### src/rtl/lmbf_defines.vh
/*
  Constants for the LED matrix blink and font RAM block: register addresses,
  configuration field positions, reset values, font pointer limits and blink timing.
  Assumes inclusion by bare name from rtl/ design files only.
*/
`ifndef LMBF_DEFINES_VH
`define LMBF_DEFINES_VH

// ************************************************************
// Register addresses
// ************************************************************
`define LMBF_ADDR_CONFIG 8'h04
`define LMBF_ADDR_FONT 8'h05
`define LMBF_ADDR_PRI_BASE 8'h20
`define LMBF_ADDR_ALT_BASE 8'h40
`define LMBF_ADDR_BOTH_BASE 8'h60

// ************************************************************
// Configuration register fields
// ************************************************************
`define LMBF_CFG_SHDN 0
`define LMBF_CFG_FAST 2
`define LMBF_CFG_BLINK_EN 3
`define LMBF_CFG_SYNC 4
`define LMBF_CFG_CLEAR 5
`define LMBF_CFG_PHASE 7
`define LMBF_CFG_RESET 8'h00

// ************************************************************
// Digit and font values
// ************************************************************
`define LMBF_DIGIT_RESET 8'h20
`define LMBF_DIGIT_CLEAR 8'h00
`define LMBF_FONT_PTR_FIRST 8'h80
`define LMBF_FONT_PTR_LAST 8'hF7
`define LMBF_USER_CODE_LAST 7'h17
`define LMBF_ROM_CODE_FIRST 7'h20

// ************************************************************
// Blink timing: half periods in ms at the multiplex clock rate
// ************************************************************
`define LMBF_SLOW_HALF_MS 1000
`define LMBF_FAST_HALF_MS 500
`define LMBF_CLK_KHZ 20000

`endif

### src/rtl/lmbf_font_ram.v
/*
  User font RAM: 120 entries of seven bits, one write port and one
  asynchronous read port for the register path, plus a glyph read port.
  Assumes addresses below the depth; the caller keeps the pointer in range.
*/
`timescale 1ns/1ps
module lmbf_font_ram #(
  parameter DEPTH = 120,
  parameter AW = 7
) (
  // Clock
  input wire clk,
  // Write port
  input wire wr_en,
  input wire [AW-1:0] wr_addr,
  input wire [6:0] wr_data,
  // Register read port
  input wire [AW-1:0] rd_addr,
  output wire [6:0] rd_data,
  // Glyph read port
  input wire [AW-1:0] gl_addr,
  output wire [6:0] gl_data
);

  reg [6:0] mem_ff [0:DEPTH-1];

  // Storage has no reset; contents are undefined until written, like SRAM
  always @(posedge clk) begin
    if (wr_en) begin
      mem_ff[wr_addr] <= wr_data;
    end
  end

  // Combinational reads so the answer stands in the cycle of the access
  assign rd_data = mem_ff[rd_addr];
  assign gl_data = mem_ff[gl_addr];

endmodule // lmbf_font_ram

### src/rtl/lmbf_blink_timer.v
/*
  Blink phase timer: counts clock cycles for each half period and toggles the
  phase. A sync pulse restarts both the half-period count and the scan sequence.
  Assumes clk is the multiplex clock; shortened counts come in by parameter.
*/
`timescale 1ns/1ps
module lmbf_blink_timer #(
  parameter SLOW_CYC = 20000000,
  parameter FAST_CYC = 10000000,
  parameter SCAN_CYC = 16,
  parameter CW = 25
) (
  // Clock and reset
  input wire clk,
  input wire rst,
  // Control
  input wire fast,
  input wire sync,
  // Status
  output reg phase_ff,
  output reg [1:0] scan_ff
);

  reg [CW-1:0] cnt_ff;
  reg [7:0] scan_cnt_ff;
  wire [CW-1:0] limit;

  assign limit = fast ? FAST_CYC[CW-1:0] - {{(CW-1){1'b0}}, 1'b1} :
                        SLOW_CYC[CW-1:0] - {{(CW-1){1'b0}}, 1'b1};

  // Phase toggles forever, blink enabled or not, so readback always moves
  always @(posedge clk or posedge rst) begin
    if (rst) begin
      cnt_ff <= {CW{1'b0}};
      phase_ff <= 1'b1;
    end else if (sync) begin
      cnt_ff <= {CW{1'b0}};
      phase_ff <= 1'b1;
    end else if (cnt_ff >= limit) begin
      cnt_ff <= {CW{1'b0}};
      phase_ff <= ~phase_ff;
    end else begin
      cnt_ff <= cnt_ff + {{(CW-1){1'b0}}, 1'b1};
    end
  end

  // Scan sequence restarts with blink sync; a one-time flicker is accepted
  always @(posedge clk or posedge rst) begin
    if (rst) begin
      scan_cnt_ff <= 8'h00;
      scan_ff <= 2'h0;
    end else if (sync) begin
      scan_cnt_ff <= 8'h00;
      scan_ff <= 2'h0;
    end else if (scan_cnt_ff >= SCAN_CYC[7:0] - 8'h01) begin
      scan_cnt_ff <= 8'h00;
      scan_ff <= scan_ff + 2'h1;
    end else begin
      scan_cnt_ff <= scan_cnt_ff + 8'h01;
    end
  end

endmodule // lmbf_blink_timer

### src/rtl/lmbf_core.v
/*
  LED matrix blink and font RAM control: configuration register blink bits,
  digit plane storage, character code decode, indirect auto-incrementing
  font RAM port and per-column segment output for the scanned digit.
  Assumes a serial bus front end that delivers one byte access per strobe:
  reg_wr / reg_rd are one-cycle pulses issued at the acknowledge of the byte.
*/
`timescale 1ns/1ps
`include "lmbf_defines.vh"

// Summary of operation
// - Blink on: planes pick segment per phase
// - Blink off: primary plane only drives segments
// - Sync bit resets blink counters at acknowledge
// - Sync bit also restarts multiplex scan
// - Clear bit zeroes both digit planes
// - Config read bit 7 returns blink phase
// - Low seven bits pick one of 128
// - Top bit inverts lit and dark dots
// - Codes 0x00-0x17 are user glyphs
// - Codes 0x20-0x7F are ROM characters
// - Font RAM 120 seven-bit entries
// - Font access only through register 0x05
// - MSB write loads pointer, else stores data
// - Font read returns entry, then increments
// - Pointer itself is never readable
// - Access at 0xF7 wraps pointer to 0x80
// - Spare font entries act as storage
// - Pointer load above 0xF7 gives 0x80
// - Slow 1s, fast 0.5s per phase
module lmbf_core #(
  parameter NDIG = 4,
  parameter FONT_DEPTH = 120,
  parameter SLOW_CYC = `LMBF_SLOW_HALF_MS * `LMBF_CLK_KHZ,
  parameter FAST_CYC = `LMBF_FAST_HALF_MS * `LMBF_CLK_KHZ,
  parameter SCAN_CYC = 16
) (
  // Clock and reset
  input wire clk,
  input wire rst,
  // Register access, one byte per strobe
  input wire reg_wr,
  input wire reg_rd,
  input wire [7:0] reg_addr,
  input wire [7:0] reg_wdata,
  output reg [7:0] reg_rdata_ff,
  // Display side
  input wire [2:0] col_sel,
  input wire [6:0] rom_col,
  output reg [6:0] rom_code_ff,
  output reg [1:0] scan_digit_ff,
  output reg [6:0] seg_ff,
  output reg blink_ff,
  output reg shutdown_n_ff
);

  // ************************************************************
  // Declarations
  // ************************************************************
  reg [7:0] cfg_ff;
  reg [7:0] font_ptr_ff;
  reg [7:0] pri_ff [0:NDIG-1];
  reg [7:0] alt_ff [0:NDIG-1];
  reg [7:0] nxt_rdata;
  reg [7:0] nxt_font_ptr;
  reg font_wr;
  reg [6:0] glyph_addr;
  reg [6:0] pri_col;
  reg [6:0] alt_col;
  reg [6:0] nxt_seg;
  wire phase;
  wire [1:0] scan;
  wire [6:0] ram_rdata;
  wire [6:0] ram_gdata;
  wire cfg_wr;
  wire font_acc;
  wire sync_pulse;
  wire clear_pulse;
  integer i;

  // Strip the pointer flag to get the RAM index
  function [6:0] ptr_index;
    input [7:0] p;
    begin
      ptr_index = p[6:0];
    end
  endfunction

  // Advance the pointer, wrapping after the last entry
  function [7:0] ptr_next;
    input [7:0] p;
    begin
      if (p >= `LMBF_FONT_PTR_LAST) begin
        ptr_next = `LMBF_FONT_PTR_FIRST;
      end else begin
        ptr_next = p + 8'h01;
      end
    end
  endfunction

  // Glyph RAM index of a user code and column; eight bits inside so the
  // product cannot wrap before the cut back to the RAM address width
  function [6:0] glyph_index;
    input [4:0] code;
    input [2:0] col;
    reg [7:0] full;
    begin
      full = ({3'h0, code} * 8'h05) + {5'h00, col};
      glyph_index = full[6:0];
    end
  endfunction

  // Column pattern of a character code: user glyph RAM or the ROM lookup
  function [6:0] code_col;
    input [7:0] code;
    input [6:0] ram_col;
    input [6:0] rom_c;
    reg [6:0] raw;
    begin
      raw = 7'h00;
      if (code[6:0] <= `LMBF_USER_CODE_LAST) begin
        raw = ram_col;
      end else begin
        raw = rom_c;
      end
      code_col = code[7] ? ~raw : raw;
    end
  endfunction

  // ************************************************************
  // Submodules
  // ************************************************************
  lmbf_blink_timer #(
    .SLOW_CYC(SLOW_CYC),
    .FAST_CYC(FAST_CYC),
    .SCAN_CYC(SCAN_CYC),
    .CW(25)
  ) u_timer (
    .clk(clk),
    .rst(rst),
    .fast(cfg_ff[`LMBF_CFG_FAST]),
    .sync(sync_pulse),
    .phase_ff(phase),
    .scan_ff(scan)
  );

  lmbf_font_ram #(
    .DEPTH(FONT_DEPTH),
    .AW(7)
  ) u_ram (
    .clk(clk),
    .wr_en(font_wr),
    .wr_addr(ptr_index(font_ptr_ff)),
    .wr_data(reg_wdata[6:0]),
    .rd_addr(ptr_index(font_ptr_ff)),
    .rd_data(ram_rdata),
    .gl_addr(glyph_addr),
    .gl_data(ram_gdata)
  );

  // ************************************************************
  // Register decode
  // ************************************************************
  assign cfg_wr = reg_wr && (reg_addr[6:0] == `LMBF_ADDR_CONFIG);
  assign font_acc = reg_addr[6:0] == `LMBF_ADDR_FONT;
  // Sync and clear act only on the write that carries them, never stored
  assign sync_pulse = cfg_wr && reg_wdata[`LMBF_CFG_SYNC];
  assign clear_pulse = cfg_wr && reg_wdata[`LMBF_CFG_CLEAR];

  // Configuration register; action bits are not kept
  always @(posedge clk or posedge rst) begin
    if (rst) begin
      cfg_ff <= `LMBF_CFG_RESET;
    end else if (cfg_wr) begin
      cfg_ff <= reg_wdata & 8'h0D;
    end
  end

  // Font pointer: load on MSB writes, advance on data accesses only
  always @* begin
    nxt_font_ptr = font_ptr_ff;
    font_wr = 1'b0;
    if (font_acc && reg_wr) begin
      if (reg_wdata[7]) begin
        if (reg_wdata > `LMBF_FONT_PTR_LAST) begin
          nxt_font_ptr = `LMBF_FONT_PTR_FIRST;
        end else begin
          nxt_font_ptr = reg_wdata;
        end
      end else begin
        font_wr = 1'b1;
        nxt_font_ptr = ptr_next(font_ptr_ff);
      end
    end else if (font_acc && reg_rd) begin
      nxt_font_ptr = ptr_next(font_ptr_ff);
    end
  end

  always @(posedge clk or posedge rst) begin
    if (rst) begin
      font_ptr_ff <= `LMBF_FONT_PTR_FIRST;
    end else begin
      font_ptr_ff <= nxt_font_ptr;
    end
  end

  // Digit planes; the shared-write addresses load both at once
  always @(posedge clk or posedge rst) begin
    if (rst) begin
      for (i = 0; i < NDIG; i = i + 1) begin
        pri_ff[i] <= `LMBF_DIGIT_RESET;
        alt_ff[i] <= `LMBF_DIGIT_RESET;
      end
    end else if (clear_pulse) begin
      for (i = 0; i < NDIG; i = i + 1) begin
        pri_ff[i] <= `LMBF_DIGIT_CLEAR;
        alt_ff[i] <= `LMBF_DIGIT_CLEAR;
      end
    end else if (reg_wr) begin
      for (i = 0; i < NDIG; i = i + 1) begin
        if (reg_addr[6:0] == (`LMBF_ADDR_PRI_BASE + i[7:0]) ||
            reg_addr[6:0] == (`LMBF_ADDR_BOTH_BASE + i[7:0])) begin
          pri_ff[i] <= reg_wdata;
        end
        if (reg_addr[6:0] == (`LMBF_ADDR_ALT_BASE + i[7:0]) ||
            reg_addr[6:0] == (`LMBF_ADDR_BOTH_BASE + i[7:0])) begin
          alt_ff[i] <= reg_wdata;
        end
      end
    end
  end

  // ************************************************************
  // Read data
  // ************************************************************
  // Font reads never expose the pointer; shared-write addresses read zero
  always @* begin
    nxt_rdata = 8'h00;
    if (reg_addr[6:0] == `LMBF_ADDR_CONFIG) begin
      nxt_rdata = cfg_ff;
      // Reads the pin itself, so readback and pin never disagree by a cycle
      nxt_rdata[`LMBF_CFG_PHASE] = blink_ff;
    end else if (font_acc) begin
      nxt_rdata = {1'b0, ram_rdata};
    end else begin
      for (i = 0; i < NDIG; i = i + 1) begin
        if (reg_addr[6:0] == (`LMBF_ADDR_PRI_BASE + i[7:0])) begin
          nxt_rdata = pri_ff[i];
        end
        if (reg_addr[6:0] == (`LMBF_ADDR_ALT_BASE + i[7:0])) begin
          nxt_rdata = alt_ff[i];
        end
      end
    end
  end

  always @(posedge clk or posedge rst) begin
    if (rst) begin
      reg_rdata_ff <= 8'h00;
    end else if (reg_rd) begin
      reg_rdata_ff <= nxt_rdata;
    end
  end

  // ************************************************************
  // Segment generation for the scanned digit
  // ************************************************************
  // Glyph RAM is shared between planes, so primary and alternate columns
  // are looked up in alternate cycles; the output holds the last result.
  reg look_alt_ff;
  reg [6:0] pri_hold_ff;

  always @* begin
    if (look_alt_ff) begin
      glyph_addr = glyph_index(alt_ff[scan][4:0], col_sel);
    end else begin
      glyph_addr = glyph_index(pri_ff[scan][4:0], col_sel);
    end
    pri_col = pri_hold_ff;
    alt_col = code_col(alt_ff[scan], ram_gdata, rom_col);
    if (!cfg_ff[`LMBF_CFG_BLINK_EN]) begin
      nxt_seg = pri_col;
    end else begin
      nxt_seg = phase ? pri_col : alt_col;
    end
  end

  always @(posedge clk or posedge rst) begin
    if (rst) begin
      look_alt_ff <= 1'b0;
      pri_hold_ff <= 7'h00;
      seg_ff <= 7'h00;
      rom_code_ff <= `LMBF_ROM_CODE_FIRST;
      scan_digit_ff <= 2'h0;
      blink_ff <= 1'b1;
      shutdown_n_ff <= 1'b0;
    end else begin
      look_alt_ff <= ~look_alt_ff;
      if (!look_alt_ff) begin
        pri_hold_ff <= code_col(pri_ff[scan], ram_gdata, rom_col);
        rom_code_ff <= alt_ff[scan][6:0];
      end else begin
        seg_ff <= nxt_seg;
        rom_code_ff <= pri_ff[scan][6:0];
      end
      scan_digit_ff <= scan;
      blink_ff <= phase;
      shutdown_n_ff <= cfg_ff[`LMBF_CFG_SHDN];
    end
  end

endmodule // lmbf_core

### config.mk
export PLATFORM = sky130hd
export DESIGN_NAME = lmbf_core
export DESIGN_NICKNAME = d
export VERILOG_FILES = /design/src/rtl/lmbf_font_ram.v /design/src/rtl/lmbf_blink_timer.v /design/src/rtl/lmbf_core.v
export VERILOG_INCLUDE_DIRS = /design/src /design/src/rtl
export SDC_FILE = /design/constraint.sdc
export NUM_CORES = 2
export LEC_CHECK = 0
export BUFFER_PORTS_ARGS = -buffer_cell sky130_fd_sc_hd__buf_4
export CAP_MARGIN = 20
export CORE_AREA = 2 2 333 335
export DETAILED_ROUTE_END_ITERATION = 16
export DIE_AREA = 0 0 335 337
export PLACE_DENSITY = 0.69
export SYNTH_ARGS = -nofsm -noshare
export SYNTH_HDL_FRONTEND = slang
export SYNTH_HIERARCHICAL = 1
export SYNTH_SLANG_ARGS = --single-unit
### constraint.sdc
create_clock -name clk -period 5.14 [get_ports clk]
set_input_delay 0.257 -clock clk [delete_from_list [all_inputs] [get_ports clk]]
set_output_delay 0.257 -clock clk [all_outputs]
set_load 0.05 [all_outputs]
After elaboration in Yosys (flattened, before gate mapping) --
Memory sizes are Yosys's and may differ from the RTL's. Index checks and enable logic that the tools add are counted.
Storage, ports and cells: flip-flop bits (word level) 145, memory bits (writable) 840, output and inout port bits 26, logic and storage cells 145, memories kept 1
Cells by class: add/sub/neg operators 6, $mul 2, $lt $le $gt $ge 7, eq/ne operators 14, muxes and demuxes 55, bitwise gates (word level) 5, reduce and logical (&&, ||, !) cells 33
Memory list:
- u_ram.mem_ff | depth 120, bits a word 7, read ports 2, clocked after Yosys merged registers in 0, write ports 1, line lmbf_font_ram.v:25 | reg [6:0] mem_ff [0:DEPTH-1];
Operator list (count):
- two-way mux 8 bit | 28
- two-way mux 32 bit | 4
- two-way mux 25 bit | 3
- two-way mux 7 bit | 10
- == test 7 bit, second input constant | 8
- binary-select mux 8 bit (select 2 bit) | 2
- == test 7 x 6 -> 1 bit, second input constant | 4
- adder 25 x 1 -> 25 bit, second input constant | 1
- >= comparator 25 bit | 1
- nonzero test 2 bit | 12
- adder 8 x 1 -> 8 bit, second input constant | 2
- AND reduction 2 bit | 8
- adder 7 x 3 -> 7 bit | 2
- == test 7 x 3 -> 1 bit, second input constant | 2
- <= comparator 7 x 5 -> 1 bit, second input constant | 2
- multiplier 5 x 3 -> 7 bit, second input constant | 2
- inverter 7 bit | 2
- >= comparator 8 x 4 -> 1 bit, second input constant | 1
- >= comparator 8 bit, second input constant | 1
- greater-than comparator 8 bit, second input constant | 1
- logical OR 1 bit | 8
- two-way mux 1 bit | 6
- logical AND 1 bit | 5
- two-way mux 2 bit | 2
- 4 further kinds | 5

Logic depth before layout (Yosys ltp) --
An unclocked memory read counts as a cell.
depth after elaboration 13, mapped depth 21, gate-level depth less buffers 18

Modules after synthesis --
The synthesis kept the hierarchy.
By module, submodules not included:
- lmbf_font_ram | instances 1, cells an instance 2328, area an instance 40179.8 µm²
- lmbf_core | instances 1, cells an instance 649, area an instance 6810.3 µm²
- lmbf_blink_timer | instances 1, cells an instance 182, area an instance 1996.9 µm²

Worst setup path after synthesis --
Ideal clock, no wire load.
path kind flip-flop to flip-flop, start point reg u_timer.scan_ff[0], end point reg seg_ff[3], setup time 82 ps, data arrival time 4964 ps, setup slack 94 ps, cell stages (with the launch flop) 21, path buffers 5, period minus slack after synthesis 5046 ps, cell sequence dfrtp_1 > buf_6 > buf_12 > mux4_1 > ha_1 > ha_1 > fa_1 > a21o_1 > a21oi_1 > xor2_1 > o21ai_0 > clkbuf_1 > buf_1 > clkbuf_1 > nand3_1 > nand3_1 > nand3_1 > nor4_1 > mux2i_1 > xor2_1 > o22ai_1
On the way: cells in the longest elaborated chain, start to end 13
RTL lines:
- from (decl) | line lmbf_blink_timer.v:21 | output reg [1:0] scan_ff
- from (signal assigned) | line lmbf_blink_timer.v:57 | scan_ff <= scan_ff + 2'h1;
- inverter 2 -> 3 bit (implied by the code) * | line lmbf_core.v:275, lmbf_core.v:277
- binary-select mux 8 bit (select 2 bit), on equally long branches | line lmbf_core.v:277, lmbf_core.v:275
- two-way mux 8 bit, on equally long branches (2 in a row)
- multiplier 5 x 3 -> 7 bit | line lmbf_core.v:108 | full = ({3'h0, code} * 8'h05) + {5'h00, col};
- adder 7 x 3 -> 7 bit | line lmbf_core.v:108
- two-way mux 7 bit * | line lmbf_core.v:274 | if (look_alt_ff) begin
- via glyph_addr[5] | line lmbf_core.v:67 | reg [6:0] glyph_addr;
- memory read (120 x 7 bit) *
- via ram_gdata[3] | line lmbf_core.v:74 | wire [6:0] ram_gdata;
- two-way mux 7 bit * | line lmbf_core.v:121 | if (code[6:0] <= `LMBF_USER_CODE_LAST) begin
- inverter 7 bit | line lmbf_core.v:126 | code_col = code[7] ? ~raw : raw;
- two-way mux 7 bit * | line lmbf_core.v:126
- two-way mux 7 bit * | line lmbf_core.v:284 | nxt_seg = phase ? pri_col : alt_col;
- two-way mux 7 bit * | line lmbf_core.v:281 | if (!cfg_ff[`LMBF_CFG_BLINK_EN]) begin
- to (signal assigned) | line lmbf_core.v:303 | seg_ff <= nxt_seg;
- to (decl) | line lmbf_core.v:52 | output reg [6:0] seg_ff,
Mark *: on every way through the listed nets, which the timed path passes. The rest lies on a longest branch. The select of a mux whose other input is x is not followed. A chain may end at the register's enable or synchronous reset.

Worst setup path in the final report --
start point reg u_timer.scan_ff[0], end point reg seg_ff[6]
The elaborated chain is that of the path after synthesis.

==> results.yml <==
placement:
  place_inst: 4657
  hpwl_um: 101000
  place_congestion: 0.950
  pre_cts_ws_ns: -0.431
  portBuffers: 54
synthesis:
  avgSynthCellArea_um2: 15.5
  synth-seq-cells: 985
  synth_top_area_share_pct: 51.5
  synth_seq_area_share_pct: 58.9
  synth_edf_count: 840
  syn-cell-area_um2: 49000
  syn_inst: 3159
  yosysTopAreaCell: "edfxtp_1"
  netlist_top_cells_area: "edfxtp_1 51%, mux4_2 14%, mux2i_1 7.4%, dfrtp_1 6.8%, a22oi_1 1.9%"
  synth_ff_type: "edfxtp_1"
  ys_types: 86
  ys_async_sr_fraction_pct: 14.7
  ys_warn_count: 6
power_and_ir_drop:
  p_leak_nw: 19.2
  p_total_mw: 31.7
  peakVddDrop_mv: 0.437
  power_density_nw_per_um2: 564
timing:
  worst_slack_ns: 0.0942
  max_slew_margin_pct: 29.0
  rsz0062_at_grt: "yes"
  setup_viol: 0
  skew_ns: 0.0281
  min_period_over_period_pct: 98.2
  tns_ns: 0
  finalHoldViolCount: 0
  slew_viol_final: 0
  max_freq_ghz: 0.198
  period_minus_slack_ns: 5.05
  worst_slew_pin_slew_ns: 1.06
global_routing:
  grt_first_pass_wirelength_um: 214000
  use_met3_pct: 5.19
  antenna_found_initial: 5
  grt_pass1_vias: 31131
  met2_usage_pct: 40.4
  grt_busiest_layer: "met2"
  overflow: 0
  grt.total_usage_pct: 25.9
  grt_max_degree: 79
  grt_use_met1_pct: 34.9
floorplanning:
  core_area_um2: 110000
  dieArea_um2: 113000
  die_height_um: 337
  core.rowCount: 122
  ios: 56
  start_util_pct: 44.7
  die_x_um: 335
route:
  ant_nets: 0
  wl_um: 147000
  drtIter0Drc: 4374
  vias: 31896
  routedWlPerCell_um: 30.2
  dr.pass1.iters: 6
  vias_per_cell: 6.55
  drcViolationCount: 0
cts:
  cts_htree_levels: 3
  root_buffer: "clkbuf_16"
  cts_num_sinks: 985
  tritoncts: "done"
  worst_skew_pair.late_latency_ns: 0.69
  clockBufferDepth: 3
  cts_buffers: 104
  clk_pin_slew_worst_paths_ns: 0.06
critical_path:
  critPathTopFamily: "multiplexers"
  critPathLaunchType: "register"
  crit_path_max_fanout: 28
  cp.arrival_ns: 5.61
  crit_path_end_kind: "register"
  cp.required_ns: 5.71
  critPathBufInv: 5
  slowest_stage: "mux4_2"
  path_cells: "buf_6 > buf_6 > mux4_2 > ha_4 > ha_2 > fa_2 > mux2_8 > buf_12 > buf_4 > mux4_2 > a2111oi_2 > buf_4 > o31ai_1 > o311a_1 > mux2i_1 > xor2_1 > o22ai_1"
  timing_worst_setup_path_type: "register to register"
  critical-path-max-stage-delay_ns: 0.57
layout:
  n_fill_cell: 8921
  drive_gt1_share_pct: 27.7
  finalNonFillerCells: 4873
  nNetsFinal: 3433
  syn_to_final_growth_pct: 14.7
  final_core_util_pct: 51.3
worst_hold_path:
  hold_path.class: "primary input to register"
job:
  drv_cap: 0
status:
  status: "finished clean"
-- cells in the mapped netlist (14+ instances only) --
cell type and n:
a31oi_1 17, buf_2 69, inv_1 16, a21oi_1 83, o21ai_0 39, ha_1 42
and3_1 16, a211oi_1 28, o22ai_1 26, a22oi_1 126, mux2i_1 364, xnor2_1 14
nor3_1 25, nand2_1 125, xor2_1 33, nand4_1 20, mux4_2 302, a2111oi_0 15
o211ai_1 15, nor2b_1 49, nand3_1 78, nor2_1 230, dfrtp_1 133, and2_1 19
mux2_2 72, nand2b_1 23, clkbuf_1 90, edfxtp_1 840, buf_4 42
-- layer usage --
metal  share of wire (%)  wire length (um)  vias to the layer above
li1                    -                 -                    13145
met1                  38             55800                    16384
met2                  46             68200                     1978
met4                 5.1              7530                        4
met5               0.016                23                        -
met3                  11             15800                      385
-- timing repair --
action	4_1_cts	5_1_grt
pin swaps	5	8
endpoints found under the hold margin	145	0
endpoints found under the setup margin	14	14
buffers inserted	3	6
resized for setup	28	50
hold buffers	12	0
-- cell type report --
type                            instances  area [um2]  area share, %
Clock inverter                         62         638           1.14
Antenna cell                            1        2.50        0.00445
Timing Repair Buffer                  315        2640           4.69
Clock buffer                          131        2850           5.07
Tap cell                             1426        1780           3.17
Multi-Input combinational cell       1935       19300           34.4
Sequential cell                       985       28900           51.4
Inverter                               18        71.3          0.127
-- placed cells by master, fill, tap and decap left out, drive strengths merged, types with 22 or more instances in the layout --
cell,count
nor2,233
nand3,78
a211oi,31
ha,42
nand2b,23
nand2,125
mux4,312
nand4,22
nor2b,49
buf,302
mux2i,364
o21ai,49
mux2,73
clkbuf,132
clkinv,42
a22oi,126
a21oi,85
dfrtp,133
o22ai,26
xor2,33
nor3,26
edfxtp,840
-- power breakdown --
group          total (mW)  internal (mW)  switching [mW]
registers            9.14           8.90           0.244
logic                14.8           6.28            8.55
clock network        7.70           4.55            3.15
-- state kept, by name, indices dropped and copies added (netlist names) --
signal,cells
look_alt_ff,1
shutdown_n_ff,1
pri_col,7
rom_code_ff,7
u_timer/scan_ff,2
u_ram/mem_ff,840
font_ptr_ff,8
blink_ff,1
alt_ff,32
u_timer/cnt_ff,25
reg_rdata_ff,8
u_timer/scan_cnt_ff,8
cfg_ff,3
pri_ff,32
seg_ff,7
scan_digit_ff,2
u_timer/phase_ff,1
-- worst paths after layout --
check	startpoint	to	slack (ns)	cells after the start
max reg2reg	u_timer/scan_ff[0]	seg_ff[6]	0.09	17
min	reg_wdata[1]	u_ram/mem_ff[62][1]	0.1	1
min reg2reg	u_timer/phase_ff	blink_ff	0.39	0
max in group asynchronous	rst	font_ptr_ff[1]	3.69	4
min in group asynchronous	rst	u_timer/cnt_ff[24]	0.27	4
max	u_timer/scan_ff[0]	seg_ff[6]	0.09	17
-- per-stage QoR --
stage / hold slack (ns) / cell area, um2
CTS: 0.0558 / 55800
global placement: 0.376 / 52100
global route: 0.0941 / 56200
detailed placement: 0.381 / 52100
floorplan: 0.356 / 49000
finish: 0.0981 / 56200
-- cell families (layout without fill, tap and decap cells) --
family	count (synthesis)	count (layout)	share of synthesized area, %
compound gates	456	456	6.67
xor+xnor	47	47	0.840
fa+ha+maj	44	44	1.15
buf+inv	242	526	2.56
flops	985	985	58.9
mux	749	749	23.5
other cells	1	5	0.00766
simple gates	635	635	6.30
(Power assumes the default switching activity.)
